[config.mk]
export PLATFORM = sky130hd
export DESIGN_NAME = mfc_exec
export DESIGN_NICKNAME = d
export VERILOG_FILES = /design/src/mfc_pkg.sv /design/src/mfc_mul_if.sv /design/src/mfc_multiplier.sv /design/src/mfc_cond.sv /design/src/mfc_exec.sv
export VERILOG_INCLUDE_DIRS = /design/src
export SDC_FILE = /design/constraint.sdc
export NUM_CORES = 1
export LEC_CHECK = 0
export ABC_AREA = 1
export BUFFER_PORTS_ARGS = -buffer_cell sky130_fd_sc_hd__buf_4
export CAP_MARGIN = 20
export CORE_ASPECT_RATIO = 1.4
export CORE_MARGIN = 8
export CORE_UTILIZATION = 35
export DETAILED_ROUTE_END_ITERATION = 8
export HOLD_SLACK_MARGIN = 0.15
export PLACE_DENSITY = 0.49
export SYNTH_ARGS = -nofsm -noshare
export SYNTH_HDL_FRONTEND = slang
export SYNTH_SLANG_ARGS = --single-unit
[constraint.sdc]
create_clock -name clock -period 9.8 [get_ports clock]
set_input_delay 0.49 -clock clock [delete_from_list [all_inputs] [get_ports clock]]
set_output_delay 0.49 -clock clock [all_outputs]
set_load 0.03 [all_outputs]
[src/mfc_defs.svh]
// Named constants for the multiply and program-flow execution block.
// Assumes it is included by its bare name before any use of these macros.
`ifndef MFC_DEFS_SVH
`define MFC_DEFS_SVH

// Flag positions inside the flags register.
`define MFC_FLAG_C 0
`define MFC_FLAG_Z 1
`define MFC_FLAG_N 2
`define MFC_FLAG_V 3
`define MFC_FLAG_S 4
`define MFC_FLAG_H 5
`define MFC_FLAG_T 6
`define MFC_FLAG_I 7

// Register offsets on the software port.
`define MFC_REG_CTRL 3'h0
`define MFC_REG_FLAGS 3'h1
`define MFC_REG_STATUS 3'h2
`define MFC_REG_PC_LO 3'h3
`define MFC_REG_PC_HI 3'h4

// Field positions in the control and status registers.
`define MFC_CTRL_WIDE 0
`define MFC_CTRL_CLR_ERR 1
`define MFC_STAT_BUSY 0
`define MFC_STAT_ERR 1

// Execution lengths in clock cycles.
`define MFC_CYC_ONE 3'h1
`define MFC_CYC_TWO 3'h2
`define MFC_CYC_THREE 3'h3
`define MFC_CYC_FOUR 3'h4
`define MFC_CNT_LAST 2'h1

// Program counter steps, in instruction words.
`define MFC_PC_STEP1 16'h0001
`define MFC_PC_STEP2 16'h0002
`define MFC_PC_STEP3 16'h0003

// Reset values.
`define MFC_PC_RESET 16'h0000
`define MFC_FLAGS_RESET 8'h00
`define MFC_CTRL_WIDE_RESET 1'h0

`endif

[src/mfc_pkg.sv]
// Types shared by the multiply and program-flow execution block.
// Assumes the decoder upstream presents one operation code per start strobe.
package mfc_pkg;

  typedef enum logic [5:0] {
    op_product_unsigned, op_product_signed, op_product_mixed_sign,
    op_fraction_product_unsigned, op_fraction_product_signed, op_fraction_product_mixed_sign,
    op_relative_jump, op_indirect_jump, op_direct_jump,
    op_relative_subroutine_entry, op_indirect_subroutine_entry, op_direct_subroutine_entry,
    op_subroutine_exit, op_interrupt_exit,
    op_compare_skip_equal, op_compare_regs, op_compare_with_borrow, op_compare_immediate,
    op_skip_if_reg_bit_clear, op_skip_if_reg_bit_set, op_skip_if_io_bit_clear, op_skip_if_io_bit_set,
    op_branch_on_flag_set, op_branch_on_flag_clear,
    op_branch_equal, op_branch_not_equal, op_branch_carry_set, op_branch_carry_clear,
    op_branch_unsigned_ge, op_branch_unsigned_lt, op_branch_negative, op_branch_nonnegative,
    op_branch_signed_ge, op_branch_signed_lt, op_branch_half_carry_set, op_branch_half_carry_clear,
    op_branch_transfer_bit_set, op_branch_transfer_bit_clear, op_other
  } mfc_op_e;

  typedef enum logic [0:0] {
    fsm_idle, fsm_run
  } mfc_fsm_e;

  typedef struct packed {
    mfc_fsm_e fsm;
    logic [1:0] cnt;
    mfc_op_e op;
    logic [7:0] opa;
    logic [7:0] opb;
    logic [15:0] target;
    logic [15:0] pc;
    logic [7:0] flags;
    logic [15:0] product;
    logic product_we;
    logic done;
    logic busy;
    logic stack_push;
    logic stack_pop;
    logic [15:0] push_data;
    logic wide_en;
    logic unsupported;
    logic [7:0] rd_data;
  } mfc_state_s;

endpackage

[src/mfc_mul_if.sv]
// Operand and result bundle between the executor and its multiplier.
// Assumes both ends sit in the same clock domain; the path is combinational.
`timescale 1ns/100ps
interface mfc_mul_if;
  logic [7:0] a;
  logic [7:0] b;
  logic signed_a;
  logic signed_b;
  logic frac;
  logic [15:0] product;
  logic zero;
  logic carry;
  modport unit (input a, input b, input signed_a, input signed_b, input frac,
                output product, output zero, output carry);
  modport user (output a, output b, output signed_a, output signed_b, output frac,
                input product, input zero, input carry);
endinterface

[src/mfc_multiplier.sv]
// Combinational 8 by 8 multiplier with signed, mixed and fractional forms.
// Assumes the executor holds the operands stable for the whole operation.
`timescale 1ns/100ps
module mfc_multiplier (
  mfc_mul_if.unit m
);
  logic signed [8:0] sa;
  logic signed [8:0] sb;
  logic signed [17:0] full;
  logic [15:0] raw;

  always_comb begin
    sa = {m.signed_a & m.a[7], m.a};
    sb = {m.signed_b & m.b[7], m.b};
    full = sa * sb;
    raw = full[15:0];
  end

  // Carry is taken from the unshifted product so fractional forms keep the sign bit.
  assign m.carry = raw[15];
  assign m.product = m.frac ? {raw[14:0], 1'h0} : raw;
  assign m.zero = (m.product == 16'h0000);
endmodule

[src/mfc_cond.sv]
// Branch condition evaluation against the flags register.
// Assumes the flags presented are those in force when the branch starts.
`timescale 1ns/100ps
`include "mfc_defs.svh"
module mfc_cond (
  input wire mfc_pkg::mfc_op_e op,
  input wire logic [7:0] flags,
  input wire logic [2:0] bit_sel,
  output logic taken
);
  always_comb begin
    case (op)
      mfc_pkg::op_branch_on_flag_set: taken = flags[bit_sel];
      mfc_pkg::op_branch_on_flag_clear: taken = !flags[bit_sel];
      mfc_pkg::op_branch_equal: taken = flags[`MFC_FLAG_Z];
      mfc_pkg::op_branch_not_equal: taken = !flags[`MFC_FLAG_Z];
      mfc_pkg::op_branch_carry_set: taken = flags[`MFC_FLAG_C];
      mfc_pkg::op_branch_carry_clear: taken = !flags[`MFC_FLAG_C];
      mfc_pkg::op_branch_unsigned_ge: taken = !flags[`MFC_FLAG_C];
      mfc_pkg::op_branch_unsigned_lt: taken = flags[`MFC_FLAG_C];
      mfc_pkg::op_branch_negative: taken = flags[`MFC_FLAG_N];
      mfc_pkg::op_branch_nonnegative: taken = !flags[`MFC_FLAG_N];
      // The signed test uses N xor V directly, not the stored S bit.
      mfc_pkg::op_branch_signed_ge: taken = !(flags[`MFC_FLAG_N] ^ flags[`MFC_FLAG_V]);
      mfc_pkg::op_branch_signed_lt: taken = flags[`MFC_FLAG_N] ^ flags[`MFC_FLAG_V];
      mfc_pkg::op_branch_half_carry_set: taken = flags[`MFC_FLAG_H];
      mfc_pkg::op_branch_half_carry_clear: taken = !flags[`MFC_FLAG_H];
      mfc_pkg::op_branch_transfer_bit_set: taken = flags[`MFC_FLAG_T];
      mfc_pkg::op_branch_transfer_bit_clear: taken = !flags[`MFC_FLAG_T];
      default: taken = 1'h0;
    endcase
  end
endmodule

[src/mfc_exec.sv]
// Execution unit for multiply and program-flow operations of an 8-bit core.
// Assumes a decoder on the same clock gives one start pulse per operation,
// and that stack memory returns the popped word on stack_data by the last cycle.
//
// Behaviour
// - Integer multiplies write product pair, two cycles.
// - Fractional multiplies shift product left one bit.
// - Indirect jump loads pc from Z, two cycles.
// - Indirect call pushes return, loads Z, three cycles.
// - Direct jump and call need wide memory.
// - Equal compare skips next instruction, one-three cycles.
// - Compares subtract, set flags, one cycle.
// - Register bit test skips next instruction.
// - I/O bit test skips next instruction.
// - Generic flag branch goes pc plus offset plus one.
// - Signed branches test N xor V.
// - Unsigned branches mirror the carry branches.
// - Equal branches test the zero flag.
// - Carry branches cost one or two cycles.
// - Sign branches test the negative flag.
// - Half carry branches test half carry flag.
// - Transfer bit branches test the T bit.
//
// Local design decisions: strobed register access and the address map.
`timescale 1ns/100ps
`include "mfc_defs.svh"
module mfc_exec (
  input wire logic clock,
  input wire logic rst,
  input wire logic start,
  input wire mfc_pkg::mfc_op_e op,
  input wire logic [7:0] rd_val,
  input wire logic [7:0] rr_val,
  input wire logic [7:0] imm,
  input wire logic [15:0] offset,
  input wire logic [15:0] target_addr,
  input wire logic [15:0] z_ptr,
  input wire logic [2:0] bit_sel,
  input wire logic io_bit,
  input wire logic next_two_word,
  input wire logic [15:0] stack_data,
  input wire logic [2:0] reg_addr,
  input wire logic [7:0] reg_wdata,
  input wire logic reg_we,
  input wire logic reg_re,
  output logic [15:0] pc,
  output logic [7:0] flags,
  output logic [15:0] product,
  output logic product_we,
  output logic busy,
  output logic done,
  output logic stack_push,
  output logic stack_pop,
  output logic [15:0] push_data,
  output logic [7:0] reg_rdata
);
  mfc_pkg::mfc_state_s r;
  mfc_pkg::mfc_state_s n;
  mfc_mul_if mul ();
  logic take;
  logic taken;
  logic run_mul;
  logic run_pop;
  logic [2:0] cyc;
  logic [15:0] tgt;
  logic skip;
  logic [7:0] sub_b;
  logic sub_cin;
  logic [8:0] diff;
  logic [7:0] res;
  logic cmp_c;
  logic cmp_h;
  logic cmp_v;
  logic cmp_n;

  mfc_multiplier u_mul (
    .m(mul)
  );

  mfc_cond u_cond (
    .op(op),
    .flags(r.flags),
    .bit_sel(bit_sel),
    .taken(taken)
  );

  assign take = start && (r.fsm == mfc_pkg::fsm_idle);
  assign run_mul = (r.op == mfc_pkg::op_product_unsigned) || (r.op == mfc_pkg::op_product_signed) ||
                   (r.op == mfc_pkg::op_product_mixed_sign) || (r.op == mfc_pkg::op_fraction_product_unsigned) ||
                   (r.op == mfc_pkg::op_fraction_product_signed) ||
                   (r.op == mfc_pkg::op_fraction_product_mixed_sign);
  assign run_pop = (r.op == mfc_pkg::op_subroutine_exit) || (r.op == mfc_pkg::op_interrupt_exit);

  // Operands are latched at start so the multiplier sees stable values for both cycles.
  assign mul.a = r.opa;
  assign mul.b = r.opb;
  assign mul.signed_a = (r.op == mfc_pkg::op_product_signed) || (r.op == mfc_pkg::op_product_mixed_sign) ||
                        (r.op == mfc_pkg::op_fraction_product_signed) ||
                        (r.op == mfc_pkg::op_fraction_product_mixed_sign);
  assign mul.signed_b = (r.op == mfc_pkg::op_product_signed) || (r.op == mfc_pkg::op_fraction_product_signed);
  assign mul.frac = (r.op == mfc_pkg::op_fraction_product_unsigned) ||
                    (r.op == mfc_pkg::op_fraction_product_signed) ||
                    (r.op == mfc_pkg::op_fraction_product_mixed_sign);

  // Compare datapath: a subtraction whose result is thrown away.
  assign sub_b = (op == mfc_pkg::op_compare_immediate) ? imm : rr_val;
  assign sub_cin = (op == mfc_pkg::op_compare_with_borrow) ? r.flags[`MFC_FLAG_C] : 1'h0;
  assign diff = {1'h0, rd_val} - {1'h0, sub_b} - {8'h00, sub_cin};
  assign res = diff[7:0];
  assign cmp_c = diff[8];
  assign cmp_n = res[7];
  assign cmp_h = (!rd_val[3] && sub_b[3]) || (sub_b[3] && res[3]) || (res[3] && !rd_val[3]);
  assign cmp_v = (rd_val[7] && !sub_b[7] && !res[7]) || (!rd_val[7] && sub_b[7] && res[7]);

  always_comb begin
    n = r;
    cyc = `MFC_CYC_ONE;
    tgt = r.pc + `MFC_PC_STEP1;
    skip = 1'h0;
    n.done = 1'h0;
    n.product_we = 1'h0;
    n.stack_push = 1'h0;
    n.stack_pop = 1'h0;
    n.rd_data = 8'h00;

    // Software writes come first so that hardware events in the same cycle win.
    if (reg_we) begin
      case (reg_addr)
        `MFC_REG_CTRL: begin
          n.wide_en = reg_wdata[`MFC_CTRL_WIDE];
          if (reg_wdata[`MFC_CTRL_CLR_ERR]) begin
            n.unsupported = 1'h0;
          end
        end
        `MFC_REG_FLAGS: n.flags = reg_wdata;
        default: n.wide_en = r.wide_en;
      endcase
    end
    if (reg_re) begin
      case (reg_addr)
        `MFC_REG_CTRL: n.rd_data = {7'h00, r.wide_en};
        `MFC_REG_FLAGS: n.rd_data = r.flags;
        `MFC_REG_STATUS: n.rd_data = {6'h00, r.unsupported, r.busy};
        `MFC_REG_PC_LO: n.rd_data = r.pc[7:0];
        `MFC_REG_PC_HI: n.rd_data = r.pc[15:8];
        default: n.rd_data = 8'h00;
      endcase
    end

    case (r.fsm)
      mfc_pkg::fsm_idle: begin
        if (take) begin
          n.op = op;
          n.opa = rd_val;
          n.opb = rr_val;
          case (op)
            mfc_pkg::op_product_unsigned, mfc_pkg::op_product_signed, mfc_pkg::op_product_mixed_sign: begin
              cyc = `MFC_CYC_TWO;
            end
            mfc_pkg::op_fraction_product_unsigned, mfc_pkg::op_fraction_product_signed,
            mfc_pkg::op_fraction_product_mixed_sign: begin
              cyc = `MFC_CYC_TWO;
            end
            mfc_pkg::op_relative_jump: begin
              cyc = `MFC_CYC_TWO;
              tgt = r.pc + `MFC_PC_STEP1 + offset;
            end
            mfc_pkg::op_indirect_jump: begin
              cyc = `MFC_CYC_TWO;
              tgt = z_ptr;
            end
            mfc_pkg::op_relative_subroutine_entry: begin
              cyc = `MFC_CYC_THREE;
              tgt = r.pc + `MFC_PC_STEP1 + offset;
              n.stack_push = 1'h1;
              n.push_data = r.pc + `MFC_PC_STEP1;
            end
            mfc_pkg::op_indirect_subroutine_entry: begin
              cyc = `MFC_CYC_THREE;
              tgt = z_ptr;
              n.stack_push = 1'h1;
              n.push_data = r.pc + `MFC_PC_STEP1;
            end
            // Without the wide memory option these two-word forms are skipped and flagged.
            mfc_pkg::op_direct_jump: begin
              tgt = r.wide_en ? target_addr : r.pc + `MFC_PC_STEP2;
              cyc = r.wide_en ? `MFC_CYC_THREE : `MFC_CYC_ONE;
              // Built on the software-cleared value so a clear is not undone by an unrelated jump.
              n.unsupported = n.unsupported || !r.wide_en;
            end
            mfc_pkg::op_direct_subroutine_entry: begin
              tgt = r.wide_en ? target_addr : r.pc + `MFC_PC_STEP2;
              cyc = r.wide_en ? `MFC_CYC_FOUR : `MFC_CYC_ONE;
              n.unsupported = n.unsupported || !r.wide_en;
              n.stack_push = r.wide_en;
              n.push_data = r.pc + `MFC_PC_STEP2;
            end
            mfc_pkg::op_subroutine_exit, mfc_pkg::op_interrupt_exit: begin
              cyc = `MFC_CYC_FOUR;
              n.stack_pop = 1'h1;
            end
            mfc_pkg::op_compare_regs, mfc_pkg::op_compare_with_borrow, mfc_pkg::op_compare_immediate: begin
              n.flags[`MFC_FLAG_C] = cmp_c;
              n.flags[`MFC_FLAG_N] = cmp_n;
              n.flags[`MFC_FLAG_V] = cmp_v;
              n.flags[`MFC_FLAG_S] = cmp_n ^ cmp_v;
              n.flags[`MFC_FLAG_H] = cmp_h;
              // The borrow form only keeps zero set, so multi-byte compares chain correctly.
              if (op == mfc_pkg::op_compare_with_borrow) begin
                n.flags[`MFC_FLAG_Z] = (res == 8'h00) && r.flags[`MFC_FLAG_Z];
              end else begin
                n.flags[`MFC_FLAG_Z] = (res == 8'h00);
              end
            end
            mfc_pkg::op_compare_skip_equal: skip = (rd_val == rr_val);
            mfc_pkg::op_skip_if_reg_bit_clear: skip = !rd_val[bit_sel];
            mfc_pkg::op_skip_if_reg_bit_set: skip = rd_val[bit_sel];
            mfc_pkg::op_skip_if_io_bit_clear: skip = !io_bit;
            mfc_pkg::op_skip_if_io_bit_set: skip = io_bit;
            default: begin
              if (taken) begin
                cyc = `MFC_CYC_TWO;
                tgt = r.pc + `MFC_PC_STEP1 + offset;
              end
            end
          endcase
          if (skip) begin
            cyc = next_two_word ? `MFC_CYC_THREE : `MFC_CYC_TWO;
            tgt = r.pc + (next_two_word ? `MFC_PC_STEP3 : `MFC_PC_STEP2);
          end
          n.target = tgt;
          if (cyc == `MFC_CYC_ONE) begin
            n.pc = tgt;
            n.done = 1'h1;
          end else begin
            n.fsm = mfc_pkg::fsm_run;
            n.cnt = 2'(cyc - `MFC_CYC_ONE);
            n.busy = 1'h1;
          end
        end
      end
      mfc_pkg::fsm_run: begin
        n.cnt = r.cnt - `MFC_CNT_LAST;
        if (r.cnt == `MFC_CNT_LAST) begin
          n.fsm = mfc_pkg::fsm_idle;
          n.busy = 1'h0;
          n.done = 1'h1;
          n.pc = run_pop ? stack_data : r.target;
          if (run_mul) begin
            n.product = mul.product;
            n.product_we = 1'h1;
            n.flags[`MFC_FLAG_Z] = mul.zero;
            n.flags[`MFC_FLAG_C] = mul.carry;
          end
          if (r.op == mfc_pkg::op_interrupt_exit) begin
            n.flags[`MFC_FLAG_I] = 1'h1;
          end
        end
      end
      default: n.fsm = mfc_pkg::fsm_idle;
    endcase
  end

  always_ff @(posedge clock) begin
    if (rst) begin
      r <= '0;
      r.fsm <= mfc_pkg::fsm_idle;
      r.op <= mfc_pkg::op_other;
      r.pc <= `MFC_PC_RESET;
      r.flags <= `MFC_FLAGS_RESET;
      r.wide_en <= `MFC_CTRL_WIDE_RESET;
    end else begin
      r <= n;
    end
  end

  assign pc = r.pc;
  assign flags = r.flags;
  assign product = r.product;
  assign product_we = r.product_we;
  assign busy = r.busy;
  assign done = r.done;
  assign stack_push = r.stack_push;
  assign stack_pop = r.stack_pop;
  assign push_data = r.push_data;
  assign reg_rdata = r.rd_data;
endmodule

# Yosys cells after proc, flatten, opt, wreduce, memory -nomap -nowiden

Cells that the tools add are included.
Widths: inputs -> output; s select.

Memory bits (read-only): 0
Memory bits (writable): 0
Word-level logic and storage cells: 216
Register bits: 112
Output and inout port bits: 69
Latch bits: 0
Input port bits: 115
Memories kept: 0

Bitwise operators: 8
Equal/unequal tests: 55
Reduce and logical (&&, ||, !) cells: 67
Mux-type cells: 57
Magnitude comparators: 1
$add $sub $neg: 8
Shifts and indexed selects: 0
Div/mod/pow operators: 0
Multipliers: 1

Operators by type and width:

| operator              | number |
|---|---|
| $eq 6x5->1 const B    | 16 |
| $mux 16               | 6 |
| $pmux 16 s2           | 2 |
| $pmux 16 s4           | 1 |
| $eq 6x4->1 const B    | 10 |
| $mux 57               | 1 |
| $pmux 8 s5            | 1 |
| $eq 6x3->1 const B    | 6 |
| $eq 6x6->1 const B    | 6 |
| $eq 6x2->1 const B    | 4 |
| $mux 8                | 3 |
| $mux 21               | 1 |
| $mux 1                | 20 |
| $mux 20               | 1 |
| $mux 19               | 1 |
| $pmux 3 s6            | 1 |
| $mux 17               | 1 |
| $add 16x1->16 const B | 1 |
| $add 16x16->16        | 1 |
| $add 16x2->16         | 1 |
| $add 16x2->16 const B | 1 |
| $logic_not 16->1      | 1 |
| $logic_or 1x1->1      | 16 |
| $mul 9x9->16          | 1 |
| other kinds (37)      | 94 |

# Longest topological paths before layout

Depth in word-level cells: 13
Mapped depth: 32
Depth with buffers taken out: 32

# Cells and area by module

A second synthesis with hierarchy kept.

Cells, all modules: 2036
Area, all modules: 12857.3 um^2

Modules (own cells, without submodules):

| module         | sequential area each (um^2) | cells each | area each (um^2) | times used |
|---|---|---|---|---|
| mfc_exec       | 2242.2                      | 1454       | 9116.2           | 1 |
| mfc_multiplier | 0.0                         | 496        | 3387.0           | 1 |
| mfc_cond       | 0.0                         | 86         | 354.1            | 1 |

# Least setup slack after synthesis

No wires, ideal clock.

Kind: reg-to-reg
From: register r[108] (netlist bit)
To: register flags[1] (netlist name)
Path slack: 4.327 ns
Path buffers: 0
Setup time: 0.071 ns
Arrival time: 5.403 ns
Data required time: 9.729 ns
Cell stages (with the launch flop): 26
Clock period less this slack: 5.473 ns
Cell sequence: dfxtp_1 > nor2_1 > nand3_1 > nand2_1 > nand2_1 > or2_2 > fa_1 > fa_1 > inv_1 > fa_1 > fa_1 > inv_1 > fa_1 > inv_1 > ha_1 > nand2_1 > nand3_1 > xor2_1 > or2_2 > nand2_1 > nand3_1 > nor2_1 > nand4_1 > nand2_1 > nand2_1 > a21oi_1

Word-level cells in the longest chain between the ends: 11
Elaborated cells between the ends (all ways): 25
Those cells by class: 1 x mul; 5 x eq/ne; 4 x mux; 2 x bitwise; 13 x reduce/logical

RTL lines:

| what                                     | RTL line             | source |
|---|---|---|
| start: declaration                       | mfc_exec.sv:57       | `mfc_pkg::mfc_state_s r;` |
| start signal: assignment                 | mfc_exec.sv:273      | `r <= n;` |
| $eq 6x1->1 or $eq 6x2->1 (tied branches) | n/a                  |  |
| $logic_or 1x1->1 (2 in series)           | mfc_exec.sv:97       | `assign mul.signed_a = (r.op == mfc_pkg::op_product_signed) \|\| (r.op == mfc_pkg::op_product_mixed_sign) \|\|` |
| $logic_or 1x1->1                         | mfc_exec.sv:98       | `(r.op == mfc_pkg::op_fraction_product_signed) \|\|` |
| $and 1x1->1                              | mfc_multiplier.sv:13 | `sa = {m.signed_a & m.a[7], m.a};` |
| $mul 9x9->16                             | mfc_multiplier.sv:15 | `full = sa * sb;` |
| $mux 16                                  | mfc_multiplier.sv:21 | `assign m.product = m.frac ? {raw[14:0], 1'h0} : raw;` |
| $logic_not 16->1                         | mfc_multiplier.sv:22 | `assign m.zero = (m.product == 16'h0000);` |
| $mux 19 (*)                              | mfc_exec.sv:249      | `if (run_mul) begin` |
| $mux 21 (*)                              | mfc_exec.sv:244      | `` if (r.cnt == `MFC_CNT_LAST) begin `` |
| $pmux 2 s2 (*)                           | mfc_exec.sv:150      | `case (r.fsm)` |

Every way passes the cells marked *; elsewhere a longest branch is shown, timed or not. The select of a mux whose other input is x is not followed.
A chain may end at the register's enable or synchronous reset.

# Final worst setup path

From: register r[108] (netlist bit)
To: register flags[1] (netlist name)

Word-level cells in the longest chain between the ends: 11
Elaborated cells between the ends (all ways): 25
Those cells by class: 1 x mul; 5 x eq/ne; 4 x mux; 2 x bitwise; 13 x reduce/logical

RTL lines:

| what                                     | RTL line |
|---|---|
| $eq 6x1->1 or $eq 6x2->1 (tied branches) | n/a |
| $logic_or 1x1->1 (2 in series)           | mfc_exec.sv:97 |
| $logic_or 1x1->1                         | mfc_exec.sv:98 |
| $and 1x1->1                              | mfc_multiplier.sv:13 |
| $mul 9x9->16                             | mfc_multiplier.sv:15 |
| $mux 16                                  | mfc_multiplier.sv:21 |
| $logic_not 16->1                         | mfc_multiplier.sv:22 |
| $mux 19 (*)                              | mfc_exec.sv:249 |
| $mux 21 (*)                              | mfc_exec.sv:244 |
| $pmux 2 s2 (*)                           | mfc_exec.sv:150 |

Marks and branches as above.

==> flow_metrics.env <==
export IMPL_overflow=0
export IMPL_gp_congestion=0.940
export IMPL_vias=12000
export IMPL_critPathKind="register to register"
export IMPL_setup_viol=0
export IMPL_grt_pass1_wl_um=70700
export IMPL_drc=0
export IMPL_drive_gt1_share_pct=13.1
export IMPL_htreeDepth=3
export IMPL_hold_path_class="input port to register"
export IMPL_clock_sinks=112
export IMPL_syn_num_nets=2136
export IMPL_rows=80
export IMPL_portBuffers=183
export IMPL_drv_cap=0
export IMPL_initial_core_util_pct=35.6
export IMPL_insertion_delay_ns=0.38
export IMPL_place_hpwl_um=37800
export IMPL_synth_area_um2=12100
export IMPL_critPathArrivalTime_ns=6.31
export IMPL_dpl_instance_area_um2=13300
export IMPL_worst_pin_slew_ns=0.840
export IMPL_p_leak_nw=6.90
export IMPL_period_needed_ns=6.00
export IMPL_final_setup_tns_ns=0
export IMPL_tritoncts="done"
export IMPL_antenna_left=0
export IMPL_synth_top_cell_area_share_pct=18.5
export IMPL_hold_viol=0
export IMPL_synth_cells=1885
export IMPL_synth_common_cells="nand2_1, inv_1, nor2_1"
export IMPL_drt_initial_drc_count=721
export IMPL_required_ns=10.11
export IMPL_post_cts_buffers=0
export IMPL_start_kind="register"
export IMPL_fin_crit_sh_pct=61.2
export IMPL_antenna_found_initial=0
export IMPL_async_flop_share_pct=0
export IMPL_grt_pass1_vias=12500
export IMPL_grt_max_degree=60
export IMPL_skew_ns=0.0165
export IMPL_synth_seq_cells=112
export IMPL_slew_headroom_pct=43.9
export IMPL_peakVddDrop_mv=0.0952
export IMPL_core_um2=34100
export IMPL_synth_warnings=0
export IMPL_num_antenna_cells=0
export IMPL_synth_ff_type="dfxtp_1"
export IMPL_wirelength_um=45900
export IMPL_die_w_um=173
export IMPL_rsz0062_at_grt="false"
export IMPL_post_cts_resized=0
export IMPL_synth_edf_count=0
export IMPL_synthTopCellsByArea="dfxtp_1, nand2_1, fa_1, inv_1, ha_1"
export IMPL_viasPerCell=4.99
export IMPL_post_drt_wl_per_cell_um=19.1
export IMPL_final_area_um2=13700
export IMPL_drv_slew=0
export IMPL_grtUsageTotal_pct=22.2
export IMPL_clockBufferDepth=2
export IMPL_synth_cell_type_count=54
export IMPL_synth_seq_area_share_pct=18.5
export IMPL_critical_path_peak_fanout=8
export IMPL_io_pins=184
export IMPL_layout_nets=2202
export IMPL_die_area_um2=41000
export IMPL_syn_to_final_growth_pct=12.5
export IMPL_cts_buffers=9
export IMPL_path_clk_slew_ns=0.08
export IMPL_end_kind="register"
export IMPL_status="finished clean"
export IMPL_first_pass_iters=5
export IMPL_chipHeight_um=236
export IMPL_p_per_area_nw_per_um2=121
export IMPL_yosysMostFrequentCell="nand2_1"
export IMPL_yosys_area_top_type="dfxtp_1"
export IMPL_hold_buffers=0
export IMPL_avgSynthCellArea_um2=6.44
export IMPL_root_buffer="clkbuf_16"
export IMPL_fmax_ghz=0.167
-- stage by stage --
stage	hold WS (ns)	total power, W	worst slack, ns	std cells	util [%]
after global placement	0.454	0.00126	3.84	2391	39.1
after floorplan	0.445	0.00102	4.33	1885	-
final	0.397	0.00165	3.80	2407	40.0
after global routing	0.399	0.00177	3.30	2407	40.0
after detailed placement	0.457	0.00126	3.77	2391	39.1
after CTS	0.380	0.00167	3.73	2407	40.0
-- layout by cell type, fill, tap and decap left out, types with 3 or more instances in the layout --
| cell | count |
|---|---|
| o211ai_1 | 30 |
| clkbuf_16 | 9 |
| a21oi_1 | 136 |
| nor3_2 | 3 |
| a31oi_1 | 16 |
| xnor2_1 | 17 |
| nor2_2 | 7 |
| nand2_1 | 419 |
| nor2_1 | 173 |
| a211oi_1 | 4 |
| dfxtp_1 | 112 |
| nor3_1 | 22 |
| nor2_4 | 3 |
| inv_2 | 14 |
| nand3b_1 | 3 |
| or2_2 | 8 |
| ha_1 | 70 |
| a21o_1 | 5 |
| nor4_1 | 4 |
| nand4_1 | 16 |
| buf_4 | 189 |
| inv_1 | 305 |
| o21ai_0 | 127 |
| o22ai_1 | 9 |
| o21ai_1 | 4 |
| nand3_1 | 100 |
| fa_1 | 66 |
| nand2_2 | 7 |
| clkinv_1 | 3 |
| xor2_1 | 38 |
-- critical path, cell delays in order (launching register included) --
cell	delay, ns
dfxtp_1	0.33
nor2_1	0.27
nand3_1	0.15
nand2_1	0.11
nand2_1	0.22
or2_2	0.38
fa_1	0.51
fa_1	0.55
inv_1	0.06
fa_1	0.52
fa_1	0.56
inv_1	0.06
fa_1	0.53
inv_1	0.04
ha_1	0.35
nand2_1	0.11
nand3_1	0.12
xor2_1	0.18
or2_2	0.28
nand2_1	0.09
nand3_1	0.08
nor2_1	0.10
nand4_1	0.11
nand2_1	0.07
nand2_1	0.05
a21oi_1	0.10
-- registers in the layout, indices dropped and copies added (netlist names) --
| signal | flops |
|---|---|
| mul.b | 8 |
| busy | 1 |
| push_data | 16 |
| pc | 16 |
| done | 1 |
| product_we | 1 |
| product | 16 |
| mul.a | 8 |
| reg_rdata | 8 |
| r | 27 |
| stack_pop | 1 |
| flags | 8 |
| stack_push | 1 |
-- routing by layer --
metal / up-vias / part of all wire [%] / GRT usage, %
met5: - / 0 / 0
met2: 303 / 54 / 43.2
met4: 0 / 5.6 / 12.8
li1: 6058 / - / -
met3: 102 / 3.1 / 2.70
met1: 5543 / 37 / 22.2
-- cell type report --
type / count / area (um^2)
Clock buffer: 10 / 239
Clock inverter: 6 / 70.1
Fill cell: 3752 / 20500
Inverter: 323 / 1210
Multi-Input combinational cell: 1316 / 7910
Sequential cell: 112 / 2240
Tap cell: 451 / 564
Timing Repair Buffer: 189 / 1420
-- path summary, 6_finish.rpt --
path	start	endpoint	slack, ns	depth (start not counted)
min reg2reg	r[81]	r[81]	0.47	2
max	r[108]	flags[1]	3.80	25
min	rr_val[5]	mul.b[5]	0.40	3
max reg2reg	r[108]	flags[1]	3.80	25
-- kinds of logic (layout without fill, tap and decap cells) --
kind of cell / Yosys count / count (layout) / share of synthesized area [%]
buf+inv: 457 / 528 / 16.4
simple gates: 771 / 771 / 26.6
mux: 1 / 1 / 0.0824
flops: 112 / 112 / 18.5
fa+ha+maj: 136 / 136 / 18.1
xor+xnor: 55 / 55 / 3.97
compound gates: 353 / 353 / 16.3
-- where the power goes --
| part | total (W) | leakage [nW] | switching (W) | internal, W |
|---|---|---|---|---|
| Clock | 0.000400 | 0.151 | 0.000211 | 0.000189 |
| Sequential | 0.000559 | 0.914 | 0.0000700 | 0.000489 |
| Combinational | 0.000691 | 5.84 | 0.000450 | 0.000240 |
| Total | 0.00165 | 6.90 | 0.000732 | 0.000918 |
(Power assumes the default switching activity.)
